[config.mk]
export PLATFORM = sky130hd
export DESIGN_NAME = port_pins_gpio
export DESIGN_NICKNAME = d
export VERILOG_FILES = /design/src/verilog/port_pins_pkg.sv /design/src/verilog/port_pins_gpio.sv
export VERILOG_INCLUDE_DIRS = /design/src /design/src/verilog
export SDC_FILE = /design/constraint.sdc
export NUM_CORES = 1
export LEC_CHECK = 0
export ABC_CLOCK_PERIOD_IN_PS = 2350
export BUFFER_PORTS_ARGS = -buffer_cell sky130_fd_sc_hd__buf_2
export CAP_MARGIN = 10
export CORE_MARGIN = 1.5
export CORE_UTILIZATION = 47
export DETAILED_ROUTE_END_ITERATION = 8
export GPL_TIMING_DRIVEN = 0
export PLACE_DENSITY = 0.89
export SYNTH_ARGS = -nofsm -noshare
export SYNTH_HDL_FRONTEND = slang
export SYNTH_SLANG_ARGS = --single-unit
[constraint.sdc]
create_clock -name clock -period 2.35 [get_ports clock]
set_input_delay 0.1175 -clock clock [delete_from_list [all_inputs] [get_ports clock]]
set_output_delay 0.1175 -clock clock [all_outputs]
set_load 0.05 [all_outputs]
[src/verilog/port_pins_defines.svh]
// register indices, field masks, reset values and timing counts of the four-pin port
`ifndef PORT_PINS_DEFINES_SVH
`define PORT_PINS_DEFINES_SVH

// register indices; the byte address is four times the index
`define IDX_OUTPUT_LATCH   8'h28
`define IDX_LEVEL_INPUT    8'h29
`define IDX_DIRECTION      8'h2a
`define IDX_DRIVE_STRENGTH 8'h2b
`define IDX_PULL_ENABLE    8'h2c
`define IDX_POLARITY       8'h2d
`define IDX_IRQ_ENABLE     8'h2e
`define IDX_IRQ_FLAGS      8'h2f

// implemented pins and pins the two-wire controller can own
`define PIN_MASK           8'hc3
`define TWC_MASK           8'hc0
`define SCL_BIT            7
`define SDA_BIT            6

// reset values
`define RST_OUTPUT_LATCH   8'h00
`define RST_DIRECTION      8'h00
`define RST_DRIVE_STRENGTH 8'h00
`define RST_PULL_ENABLE    8'hc3
`define RST_POLARITY       8'h00
`define RST_IRQ_ENABLE     8'h00
`define RST_IRQ_FLAGS      8'h00

// edge filter: samples of each level needed for a valid edge
`define FILTER_SAMPLES     4

`endif

[src/verilog/port_pins_pkg.sv]
// types shared by the four-pin port
package port_pins_pkg;

    typedef enum logic [1:0] {
        USE_GP_IN  = 2'b00,
        USE_GP_OUT = 2'b01,
        USE_TWC    = 2'b10
    } pin_use_t;

    typedef enum logic [3:0] {
        SEL_OUTPUT_LATCH   = 4'b0000,
        SEL_LEVEL_INPUT    = 4'b0001,
        SEL_DIRECTION      = 4'b0010,
        SEL_DRIVE_STRENGTH = 4'b0011,
        SEL_PULL_ENABLE    = 4'b0100,
        SEL_POLARITY       = 4'b0101,
        SEL_IRQ_ENABLE     = 4'b0110,
        SEL_IRQ_FLAGS      = 4'b0111,
        SEL_NONE           = 4'b1111
    } reg_sel_t;

endpackage

[src/verilog/port_pins_gpio.sv]
// four-pin general purpose port with edge interrupts and two-wire controller override
//
// The APB slave port was chosen for this implementation.
`timescale 1ns/10ps
`include "port_pins_defines.svh"

module port_pins_gpio
    import port_pins_pkg::*;
#(
    parameter int unsigned FILT_SAMPLES = `FILTER_SAMPLES
) (
    // clock and reset
    input  wire logic       clock,
    input  wire logic       sys_rst,
    // apb slave
    input  wire logic       psel,
    input  wire logic       penable,
    input  wire logic       pwrite,
    input  wire logic [7:0] paddr,
    input  wire logic [31:0] pwdata,
    output logic            pready,
    output logic [31:0]     prdata,
    output logic            pslverr,
    // port pins
    input  wire logic [7:0] pin_in,
    output logic [7:0]      pin_out,
    output logic [7:0]      pin_oe,
    output logic [7:0]      pin_reduced_drive,
    output logic [7:0]      pin_pull_en,
    output logic [7:0]      pin_pull_up,
    // two-wire controller
    input  wire logic       twc_enable,
    input  wire logic       twc_scl_out,
    input  wire logic       twc_sda_out,
    output logic            twc_scl_in,
    output logic            twc_sda_in,
    // interrupt and wake-up
    output logic            irq,
    output logic            wake
);

    localparam logic [7:0] PMASK = `PIN_MASK;
    localparam logic [7:0] TMASK = `TWC_MASK;
    localparam logic [2:0] FLEN  = 3'(FILT_SAMPLES);

    // registers
    logic [7:0] latch_r;
    logic [7:0] dir_r;
    logic [7:0] drive_r;
    logic [7:0] pull_r;
    logic [7:0] pol_r;
    logic [7:0] ien_r;
    logic [7:0] flags_r;
    logic [7:0] flags_nxt;

    // pin sampling
    logic [7:0] pin_s1_r;
    logic [7:0] pin_s2_r;

    // bus
    reg_sel_t   sel;
    logic       wr_en;
    logic [7:0] wdat;
    logic [7:0] rdat;
    logic       pready_r;
    logic [31:0] prdata_r;
    logic       pslverr_r;

    // pin control
    pin_use_t   use_v [8];
    logic [7:0] out_nxt;
    logic [7:0] oe_nxt;
    logic [7:0] rdr_nxt;
    logic [7:0] pen_nxt;
    logic [7:0] pup_nxt;
    logic [7:0] edge_det;
    logic [7:0] active;

    logic [7:0] out_r;
    logic [7:0] oe_r;
    logic [7:0] rdr_r;
    logic [7:0] pen_r;
    logic [7:0] pup_r;
    logic       scl_in_r;
    logic       sda_in_r;
    logic       irq_r;
    logic       wake_r;

    assign pready            = pready_r;
    assign prdata            = prdata_r;
    assign pslverr           = pslverr_r;
    assign pin_out           = out_r;
    assign pin_oe            = oe_r;
    assign pin_reduced_drive = rdr_r;
    assign pin_pull_en       = pen_r;
    assign pin_pull_up       = pup_r;
    assign twc_scl_in        = scl_in_r;
    assign twc_sda_in        = sda_in_r;
    assign irq               = irq_r;
    assign wake              = wake_r;

    // ---------------- apb decode ----------------
    always_comb begin
        case (paddr)
            8'(`IDX_OUTPUT_LATCH * 4):   sel = SEL_OUTPUT_LATCH;
            8'(`IDX_LEVEL_INPUT * 4):    sel = SEL_LEVEL_INPUT;
            8'(`IDX_DIRECTION * 4):      sel = SEL_DIRECTION;
            8'(`IDX_DRIVE_STRENGTH * 4): sel = SEL_DRIVE_STRENGTH;
            8'(`IDX_PULL_ENABLE * 4):    sel = SEL_PULL_ENABLE;
            8'(`IDX_POLARITY * 4):       sel = SEL_POLARITY;
            8'(`IDX_IRQ_ENABLE * 4):     sel = SEL_IRQ_ENABLE;
            8'(`IDX_IRQ_FLAGS * 4):      sel = SEL_IRQ_FLAGS;
            default:                     sel = SEL_NONE;
        endcase
    end

    // write happens only at the completing edge of the access phase
    assign wr_en = psel && penable && pready_r && pwrite && (sel != SEL_NONE);
    assign wdat  = pwdata[7:0] & PMASK;

    always_comb begin
        case (sel)
            SEL_OUTPUT_LATCH:   rdat = (dir_r & latch_r) | (~dir_r & pin_s2_r);
            SEL_LEVEL_INPUT:    rdat = pin_s2_r;
            SEL_DIRECTION:      rdat = dir_r;
            SEL_DRIVE_STRENGTH: rdat = drive_r;
            SEL_PULL_ENABLE:    rdat = pull_r;
            SEL_POLARITY:       rdat = pol_r;
            SEL_IRQ_ENABLE:     rdat = ien_r;
            SEL_IRQ_FLAGS:      rdat = flags_r;
            default:            rdat = 8'h00;
        endcase
    end

    // one wait-free answer: ready rises for the access cycle after every setup cycle
    always_ff @(posedge clock or posedge sys_rst) begin
        if (sys_rst) begin
            pready_r  <= 1'b0;
            prdata_r  <= 32'h0000_0000;
            pslverr_r <= 1'b0;
        end else begin
            pready_r <= psel && !penable;
            if (psel && !penable) begin
                prdata_r  <= {24'h00_0000, rdat & PMASK};
                pslverr_r <= (sel == SEL_NONE);
            end else begin
                pslverr_r <= 1'b0;
            end
        end
    end

    // ---------------- configuration registers ----------------
    // writes land regardless of pin usage; the pin logic decides what applies
    always_ff @(posedge clock or posedge sys_rst) begin
        if (sys_rst) begin
            latch_r <= `RST_OUTPUT_LATCH;
            dir_r   <= `RST_DIRECTION;
            drive_r <= `RST_DRIVE_STRENGTH;
            pull_r  <= `RST_PULL_ENABLE;
            pol_r   <= `RST_POLARITY;
            ien_r   <= `RST_IRQ_ENABLE;
        end else if (wr_en) begin
            case (sel)
                SEL_OUTPUT_LATCH:   latch_r <= wdat;
                SEL_DIRECTION:      dir_r   <= wdat;
                SEL_DRIVE_STRENGTH: drive_r <= wdat;
                SEL_PULL_ENABLE:    pull_r  <= wdat;
                SEL_POLARITY:       pol_r   <= wdat;
                SEL_IRQ_ENABLE:     ien_r   <= wdat;
                default:            ;
            endcase
        end
    end

    // ---------------- pin sampling ----------------
    // two stages give the allowed two-cycle lag after a direction change
    always_ff @(posedge clock or posedge sys_rst) begin
        if (sys_rst) begin
            pin_s1_r <= 8'h00;
            pin_s2_r <= 8'h00;
        end else begin
            pin_s1_r <= pin_in & PMASK;
            pin_s2_r <= pin_s1_r;
        end
    end

    // ---------------- edge filter per pin ----------------
    // active level is the level an edge of the chosen polarity ends on
    assign active = ~(pin_s2_r ^ pol_r);

    for (genvar i = 0; i < 8; i++) begin : g_filt
        if (PMASK[i]) begin : g_on
            logic [2:0] pas_cnt_r;
            logic [2:0] act_cnt_r;
            logic       armed_r;

            // fires on the fourth active sample after four passive ones
            assign edge_det[i] = active[i] && armed_r && (act_cnt_r == FLEN - 3'd1);

            always_ff @(posedge clock or posedge sys_rst) begin
                if (sys_rst) begin
                    pas_cnt_r <= 3'd0;
                    act_cnt_r <= 3'd0;
                    armed_r   <= 1'b0;
                end else if (active[i]) begin
                    pas_cnt_r <= 3'd0;
                    if (act_cnt_r != FLEN) begin
                        act_cnt_r <= act_cnt_r + 3'd1;
                    end
                    if (edge_det[i]) begin
                        armed_r <= 1'b0;
                    end
                end else begin
                    act_cnt_r <= 3'd0;
                    if (pas_cnt_r != FLEN) begin
                        pas_cnt_r <= pas_cnt_r + 3'd1;
                    end
                    if (pas_cnt_r == FLEN - 3'd1) begin
                        armed_r <= 1'b1;
                    end
                end
            end
        end else begin : g_off
            assign edge_det[i] = 1'b0;
        end
    end

    // ---------------- interrupt flags ----------------
    // a detected edge beats a same-cycle clear so no event is lost
    always_comb begin
        flags_nxt = flags_r;
        if (wr_en && sel == SEL_IRQ_FLAGS) begin
            flags_nxt = flags_r & ~wdat;
        end
        flags_nxt = (flags_nxt | edge_det) & PMASK;
    end

    always_ff @(posedge clock or posedge sys_rst) begin
        if (sys_rst) begin
            flags_r <= `RST_IRQ_FLAGS;
            irq_r   <= 1'b0;
            wake_r  <= 1'b0;
        end else begin
            flags_r <= flags_nxt;
            irq_r   <= |(flags_r & ien_r);
            // held level for the power controller; runs on the bus clock only
            wake_r  <= |(flags_r & ien_r);
        end
    end

    // ---------------- pin usage and drive ----------------
    always_comb begin
        for (int i = 0; i < 8; i++) begin
            if (TMASK[i] && twc_enable) begin
                use_v[i] = USE_TWC;
            end else if (dir_r[i]) begin
                use_v[i] = USE_GP_OUT;
            end else begin
                use_v[i] = USE_GP_IN;
            end
        end
    end

    always_comb begin
        out_nxt = 8'h00;
        oe_nxt  = 8'h00;
        rdr_nxt = 8'h00;
        pen_nxt = 8'h00;
        pup_nxt = 8'h00;
        for (int i = 0; i < 8; i++) begin
            if (PMASK[i]) begin
                case (use_v[i])
                    USE_GP_OUT: begin
                        out_nxt[i] = latch_r[i];
                        oe_nxt[i]  = 1'b1;
                        rdr_nxt[i] = drive_r[i];
                        pen_nxt[i] = 1'b0;
                    end
                    USE_TWC: begin
                        // open drain: only ever pulls low, released otherwise
                        out_nxt[i] = 1'b0;
                        oe_nxt[i]  = (i == `SCL_BIT) ? !twc_scl_out : !twc_sda_out;
                        rdr_nxt[i] = drive_r[i];
                        pen_nxt[i] = pull_r[i] && !pol_r[i];
                        pup_nxt[i] = 1'b1;
                    end
                    default: begin
                        pen_nxt[i] = pull_r[i];
                        pup_nxt[i] = !pol_r[i];
                    end
                endcase
            end
        end
    end

    always_ff @(posedge clock or posedge sys_rst) begin
        if (sys_rst) begin
            out_r    <= 8'h00;
            oe_r     <= 8'h00;
            rdr_r    <= 8'h00;
            pen_r    <= `RST_PULL_ENABLE;
            pup_r    <= `RST_PULL_ENABLE;
            scl_in_r <= 1'b1;
            sda_in_r <= 1'b1;
        end else begin
            out_r    <= out_nxt;
            oe_r     <= oe_nxt;
            rdr_r    <= rdr_nxt;
            pen_r    <= pen_nxt;
            pup_r    <= pup_nxt;
            scl_in_r <= pin_s2_r[`SCL_BIT];
            sda_in_r <= pin_s2_r[`SDA_BIT];
        end
    end

    // ---------------- assertions ----------------
    AST_FLAG_SET: assert property (@(posedge clock) disable iff (sys_rst)
        (edge_det != 8'h00) |=> ((flags_r & $past(edge_det)) == $past(edge_det)))
        else $error("detected edge did not set its flag");

    AST_W1C: assert property (@(posedge clock) disable iff (sys_rst)
        (wr_en && sel == SEL_IRQ_FLAGS && edge_det == 8'h00)
        |=> (flags_r == ($past(flags_r) & ~$past(wdat))))
        else $error("flag write did not clear exactly the ones written");

    AST_IRQ: assert property (@(posedge clock) disable iff (sys_rst)
        ##1 (irq_r == |($past(flags_r) & $past(ien_r))))
        else $error("interrupt does not follow flag and enable");

    AST_WAKE: assert property (@(posedge clock) disable iff (sys_rst)
        ((flags_r & ien_r) != 8'h00) |-> ##1 wake_r)
        else $error("enabled flag did not raise wake");

    AST_RESERVED: assert property (@(posedge clock) disable iff (sys_rst)
        pready_r |-> (prdata_r[5:2] == 4'h0 && prdata_r[31:8] == 24'h00_0000))
        else $error("unimplemented bits read nonzero");

    AST_TWC_OD: assert property (@(posedge clock) disable iff (sys_rst)
        (twc_enable && twc_scl_out && twc_sda_out) |=> (oe_r[7:6] == 2'b00 && out_r[7:6] == 2'b00))
        else $error("controller pins driven while released");

    AST_DIR_KEEP: assert property (@(posedge clock) disable iff (sys_rst)
        (twc_enable && !(wr_en && sel == SEL_DIRECTION)) |=> $stable(dir_r))
        else $error("direction bits changed under controller");

    AST_PULL_PP: assert property (@(posedge clock) disable iff (sys_rst)
        (!twc_enable && dir_r[7]) |=> (!pen_r[7] && oe_r[7] && out_r[7] == $past(latch_r[7])))
        else $error("push-pull output has pull or wrong level");

    AST_LEVEL_RO: assert property (@(posedge clock) disable iff (sys_rst)
        (psel && penable && pready_r && pwrite && sel == SEL_LEVEL_INPUT)
        |=> ($stable(latch_r) && $stable(dir_r) && $stable(pull_r) && $stable(flags_r | 8'h00)
             || $past(edge_det) != 8'h00))
        else $error("write to pin input register changed state");

    AST_FILTER: assert property (@(posedge clock) disable iff (sys_rst)
        edge_det[0] |-> (active[0] && $past(active[0], 1) && $past(active[0], 2)
                         && $past(active[0], 3) && !$past(active[0], 4)))
        else $error("edge accepted without four active samples");

    AST_PULL_INIT: assert property (@(posedge clock)
        $fell(sys_rst) |-> (pull_r == 8'hc3 && pen_r == 8'hc3))
        else $error("pull enables not set out of reset");

    AST_RDR_IN: assert property (@(posedge clock) disable iff (sys_rst)
        !dir_r[1] |=> (rdr_r[1] == 1'b0))
        else $error("reduced drive applied to an input pin");

    AST_IN_UNDRIVEN: assert property (@(posedge clock) disable iff (sys_rst)
        !dir_r[0] |=> (oe_r[0] == 1'b0 && out_r[0] == 1'b0))
        else $error("latch value reached an input pin");

    AST_TWC_PULLUP: assert property (@(posedge clock) disable iff (sys_rst)
        twc_enable |=> (pup_r[7:6] == 2'b11
                        && pen_r[7] == ($past(pull_r[7]) && !$past(pol_r[7]))))
        else $error("controller pin got a pull-down or wrong pull enable");

    AST_TWC_DRIVE: assert property (@(posedge clock) disable iff (sys_rst)
        twc_enable |=> (oe_r[7] == !$past(twc_scl_out)
                        && oe_r[6] == !$past(twc_sda_out)))
        else $error("controller pins not driven from the controller");

endmodule

Word-level counts from Yosys, hierarchy flattened
Cells that the tools add are included.
{"block": "classes", "addsub": 8, "eq_ne": 49, "mux": 58, "bitwise_logic": 10, "n_reduce_logical": 49}
{"cell": "$eq A8 B8 Y1 const B", "count": 8}
{"cell": "$pmux W8 S8", "count": 1}
{"cell": "$mux W3", "count": 16}
{"cell": "$and A8 B8 Y8", "count": 4}
{"cell": "$pmux W4 S8", "count": 1}
{"cell": "$mux W1", "count": 25}
{"cell": "$add A3 B1 Y3 const B", "count": 8}
{"cell": "$eq A3 B2 Y1 const B", "count": 8}
{"cell": "$ne A3 B3 Y1 const B", "count": 8}
{"cell": "$not A8 Y8", "count": 3}
{"cell": "$pmux W1 S2", "count": 12}
{"cell": "$reduce_and A2 Y1", "count": 10}
{"cell": "$logic_and A1 B1 Y1", "count": 18}
{"cell": "$eq A4 B3 Y1 const B", "count": 4}
{"cell": "$or A8 B8 Y8", "count": 2}
{"cell": "$reduce_bool A2 Y1", "count": 8}
{"cell": "$eq A2 B1 Y1 const B", "count": 4}
{"cell": "$eq A2 B2 Y1 const B", "count": 4}
{"cell": "$eq A4 B2 Y1 const B", "count": 2}
{"cell": "$mux W8", "count": 1}
{"cell": "$ne A2 B1 Y1 const B", "count": 4}
{"cell": "$ne A2 B2 Y1 const B", "count": 4}
{"cell": "$reduce_or A2 Y1", "count": 4}
{"cell": "$reduce_or A8 Y1", "count": 1}
{"cell": "7 further kinds", "count": 14}
{"block": "totals", "regBits": 93, "out_inout_bits": 78}

Depth between registers and ports, before layout
{"block": "logic_depth", "word_depth": 7, "ltp_mapped": 6, "depth_no_buf": 5}

Worst setup path after synthesis
OpenSTA, ideal clock, no wires.
{"block": "synth_timing", "path_type": "register -> register", "startpoint": "register pready_r (netlist: pready)", "endpoint": "register pol_r[0]", "arrival_time_ps": 1645, "path_slack_ps": 580, "path_stages_with_launch": 5, "path_buffers": 0, "period_less_slack_ps": 1770, "cell_sequence": "dfrtp_1 -> and4_1 -> nand3_2 -> and2b_1 -> mux2_2"}
{"block": "synth_between", "elab_chain_len": 4}
{"element": "start: declaration", "line_no": "port_pins_gpio.sv:65", "text": "logic pready_r;"}
{"element": "start signal: assignment", "line_no": "port_pins_gpio.sv:142", "text": "pready_r <= psel && !penable;"}
{"element": "$logic_and A1 B1 Y1 (3 in series)", "line_no": "port_pins_gpio.sv:118", "text": "assign wr_en = psel && penable && pready_r && pwrite && (sel != SEL_NONE);"}
{"element": "$reduce_and A2 Y1 (no line)"}
{"element": "end signal: assignment", "line_no": "port_pins_gpio.sv:160", "text": "pol_r <= `RST_POLARITY;"}
{"element": "end signal: assignment", "line_no": "port_pins_gpio.sv:168", "text": "SEL_POLARITY: pol_r <= wdat;"}
{"element": "end: declaration", "line_no": "port_pins_gpio.sv:51", "text": "logic [7:0] pol_r;"}
Every way passes these cells.
A chain may end at the register's enable or synchronous reset.

Worst setup path in the final report
{"block": "layout_timing", "startpoint": "register pready_r (netlist: pready)", "endpoint": "register pol_r[7]"}
Same word-level chain as after synthesis.

==> impl_metrics.tcl <==
set metrics [dict create \
    outcome "complete, no violations" \
    drt_iter0_drc 175 \
    cts_setup_buffers 0 \
    r2r_end "pol_r[7]" \
    rsz0062_at_grt "false" \
    syn_avg_cell_area_um2 11.3 \
    power.density_nw_per_um2 780 \
    synth_xor_area_frac 0.0309 \
    clock-root-buffer "clkbuf_8" \
    drive_gt1_frac 0.332 \
    synth_seq_cells 93 \
    use_met1 0.228 \
    ys_async_sr_fraction 1.00 \
    fin_nets 599 \
    dp.final_hpwl_um 6850 \
    cts_buffers 9 \
    finalHoldViolCount 0 \
    drt_pass1_iterations 4 \
    worstRegToRegCells 4 \
    dpl.cell_count 630 \
    vias 3166 \
    cp.arrival_ns 1.93 \
    synth_largest_area_cell "dfrtp_1" \
    ys.warnings.count 0 \
    whs_endpoint "dir_r[0]" \
    syn_inst 400 \
    worstPathMaxFanout 4 \
    setup_tns_ns 0 \
    synth_area_leaders "dfrtp_1, buf_4, dfstp_2" \
    initial_core_util 0.488 \
    viasPerCell 4.85 \
    fin_crit_sh 0.714 \
    period_minus_slack_ns 1.68 \
    slew_viol_final 0 \
    n_antenna_cell 0 \
    reg_top3 "g_filt.g_on.act_cnt_r (12), g_filt.g_on.pas_cnt_r (12)" \
    core-area_um2 9280 \
    antenna_found_initial 0 \
    fmax_mhz 596 \
    grt_util_met3 0.0428 \
    overflow 0 \
    fin_skew_ns 0.0160 \
    drcViolationCount 0 \
    met2_usage 0.329 \
    synth_area_um2 4530 \
    grt_util_all_layers 0.190 \
    die_w_um 101 \
    fin_cells 653 \
    synthMuxAreaShare 0.0754 \
    yosysSeqAreaShare 0.518 \
    htreeDepth 3 \
    yosysMostFrequentCell "dfrtp_1" \
    p_leak_uw 0.00276 \
    areaGrowthSynthToFinish_pct 19.6 \
    hp-start "pwdata[0]" \
    reg2reg_slack_ns 0.67 \
    hold_class "in -> reg" \
    worst_setup_path_end_kind "register" \
    r2r_start "pready" \
    ant_nets 0 \
    setup_ws_ns 0.672 \
    grt_pass1_vias 3124 \
    cp-start-kind "register" \
    boundaryPins 134 \
    clock_latency_ns 0.37 \
    yosys.area.top_type_share 0.437 \
    cp_data_required_time_ns 2.60 \
    dpl_worst_slack_ns 0.715 \
    synth_cell_types 48 \
    hold_depth 3 \
    synth_edf_count 0 \
    grt_pass1_wl_um 14900 \
    finalSetupViolCount 0 \
    routabilityCongestion 0.877 \
    synth_compound_area_frac 0.0812 \
    max-vdd-ir-drop_mv 0.338 \
    die_area_um2 10200 \
    maxSlewHeadroom 0.670 \
    tritoncts "built" \
    dieHeight_um 101 \
    cts-resized-gates 0 \
    placement.io_buffers 52 \
    clock-sinks 93 \
    max_cap_viol_count 0 \
    cts_buffer_depth 2 \
    cts.clk_slew.worst_paths_ns 0.09 \
    wl_per_cell_um 14.2 \
    synth_flop_cell "dfrtp_1" \
    grt_busiest_layer "met2" \
    synth_common_cells "dfrtp_1, buf_4, nand2_1" \
    synth_top_family_by_area "buffers and inverters" \
    worst_pin_slew_ns 0.492 \
    nFillCells 758 \
    routed_wl_um 9240 \
    synth_fa_ha_area_frac 0.0663 \
    crit_type "reg -> reg" \
    synth_simple_gate_area_frac 0.113 \
    rows 35 \
    grt_max_degree 46 \
]
-- layout by cell type, fill, tap and decap left out, types with 2 or more instances in the layout --
cell type,netlist,final
nor3_4,3,3
dlygate4sd3_1,0,7
nand3_1,9,9
clkinvlp_4,0,4
buf_2,1,53
inv_1,31,30
and4_1,2,2
nor4_1,2,2
and3_1,5,5
o22ai_1,2,2
clkinv_2,0,2
conb_1,1,48
nor2_1,15,15
dfstp_2,14,14
a221oi_1,2,2
buf_12,0,2
xor2_1,4,4
clkbuf_8,0,9
mux2_2,23,23
ha_1,24,24
mux2i_1,3,3
o21ai_0,10,10
o21ai_1,2,2
mux2_4,2,2
xnor2_1,12,12
nand2_1,33,33
and2_1,4,4
nand2b_1,3,3
a22oi_1,3,3
buf_4,51,51
o21a_1,2,2
nor2b_1,6,6
a21oi_1,30,30
dfrtp_1,79,79
a32o_1,4,4
-- timing repair --
item                                    CTS  global route
hold buffers                              7             0
endpoints found under the setup margin    0             0
hold endpoints to repair                 86             0
-- metal layers --
| layer | vias up | part of all wire | wire length (µm) |
|---|---|---|---|
| met5 | - | 0 | 0 |
| met4 | 0 | 0.025 | 233 |
| met3 | 23 | 0.049 | 455 |
| met2 | 106 | 0.53 | 4890 |
| met1 | 1551 | 0.40 | 3660 |
| li1 | 1486 | - | - |
-- critical path, stage by stage, from the launching register on --
cell	delay, ns
dfrtp_1	0.37
and4_1	0.30
nand3_2	0.16
and2b_1	0.37
mux2_2	0.36
-- layout make-up --
cell class                 instances  area (µm²)  share of cell area
sequential                        93        2340               0.433
multi-input combinational        269        1840               0.340
buffer                            54         403              0.0744
timing repair buffer              61         370              0.0684
tap                              129         161              0.0298
clock buffer                       9         124              0.0229
inverter                          31         120              0.0222
clock inverter                     7        50.0             0.00924
-- metrics by stage --
step	hold WS (ns)	cell area, µm²	util	power [µW]
2_1_floorplan	0.149	4710	-	2990
3_3_place_gp	0.227	5130	0.553	3120
3_5_place_dp	0.0787	5170	0.557	3280
4_1_cts	0.0327	5410	0.583	4240
5_1_grt	0.0460	5410	0.583	4520
6_report	0.0411	5410	0.583	4230
-- power breakdown --
group | internal, µW | switching [µW]
logic | 468 | 689
clock network | 385 | 581
registers | 1870 | 231
-- worst max-delay path by stage --
stage | startpoint | to | depth (start not counted)
after floorplan | pready | pol_r[0] | 4
after global placement | sys_rst | g_filt[7].g_on.pas_cnt_r[0] | 2
after detailed placement | paddr[6] | pol_r[1] | 6
after CTS | pready | pol_r[7] | 4
after global routing | pready | pol_r[7] | 4
final | pready | pol_r[7] | 4
-- kinds of logic (layout without fill, tap and decap cells) --
kind of cell    count (synthesis)  after routing
xor+xnor                       16             16
compound gates                 60             60
fa+ha+maj                      24             24
other cells                     1             48
flops                          93             93
mux                            29             29
simple gates                   92             92
buf+inv                        85            162
Power figures use the tool's default switching activity.
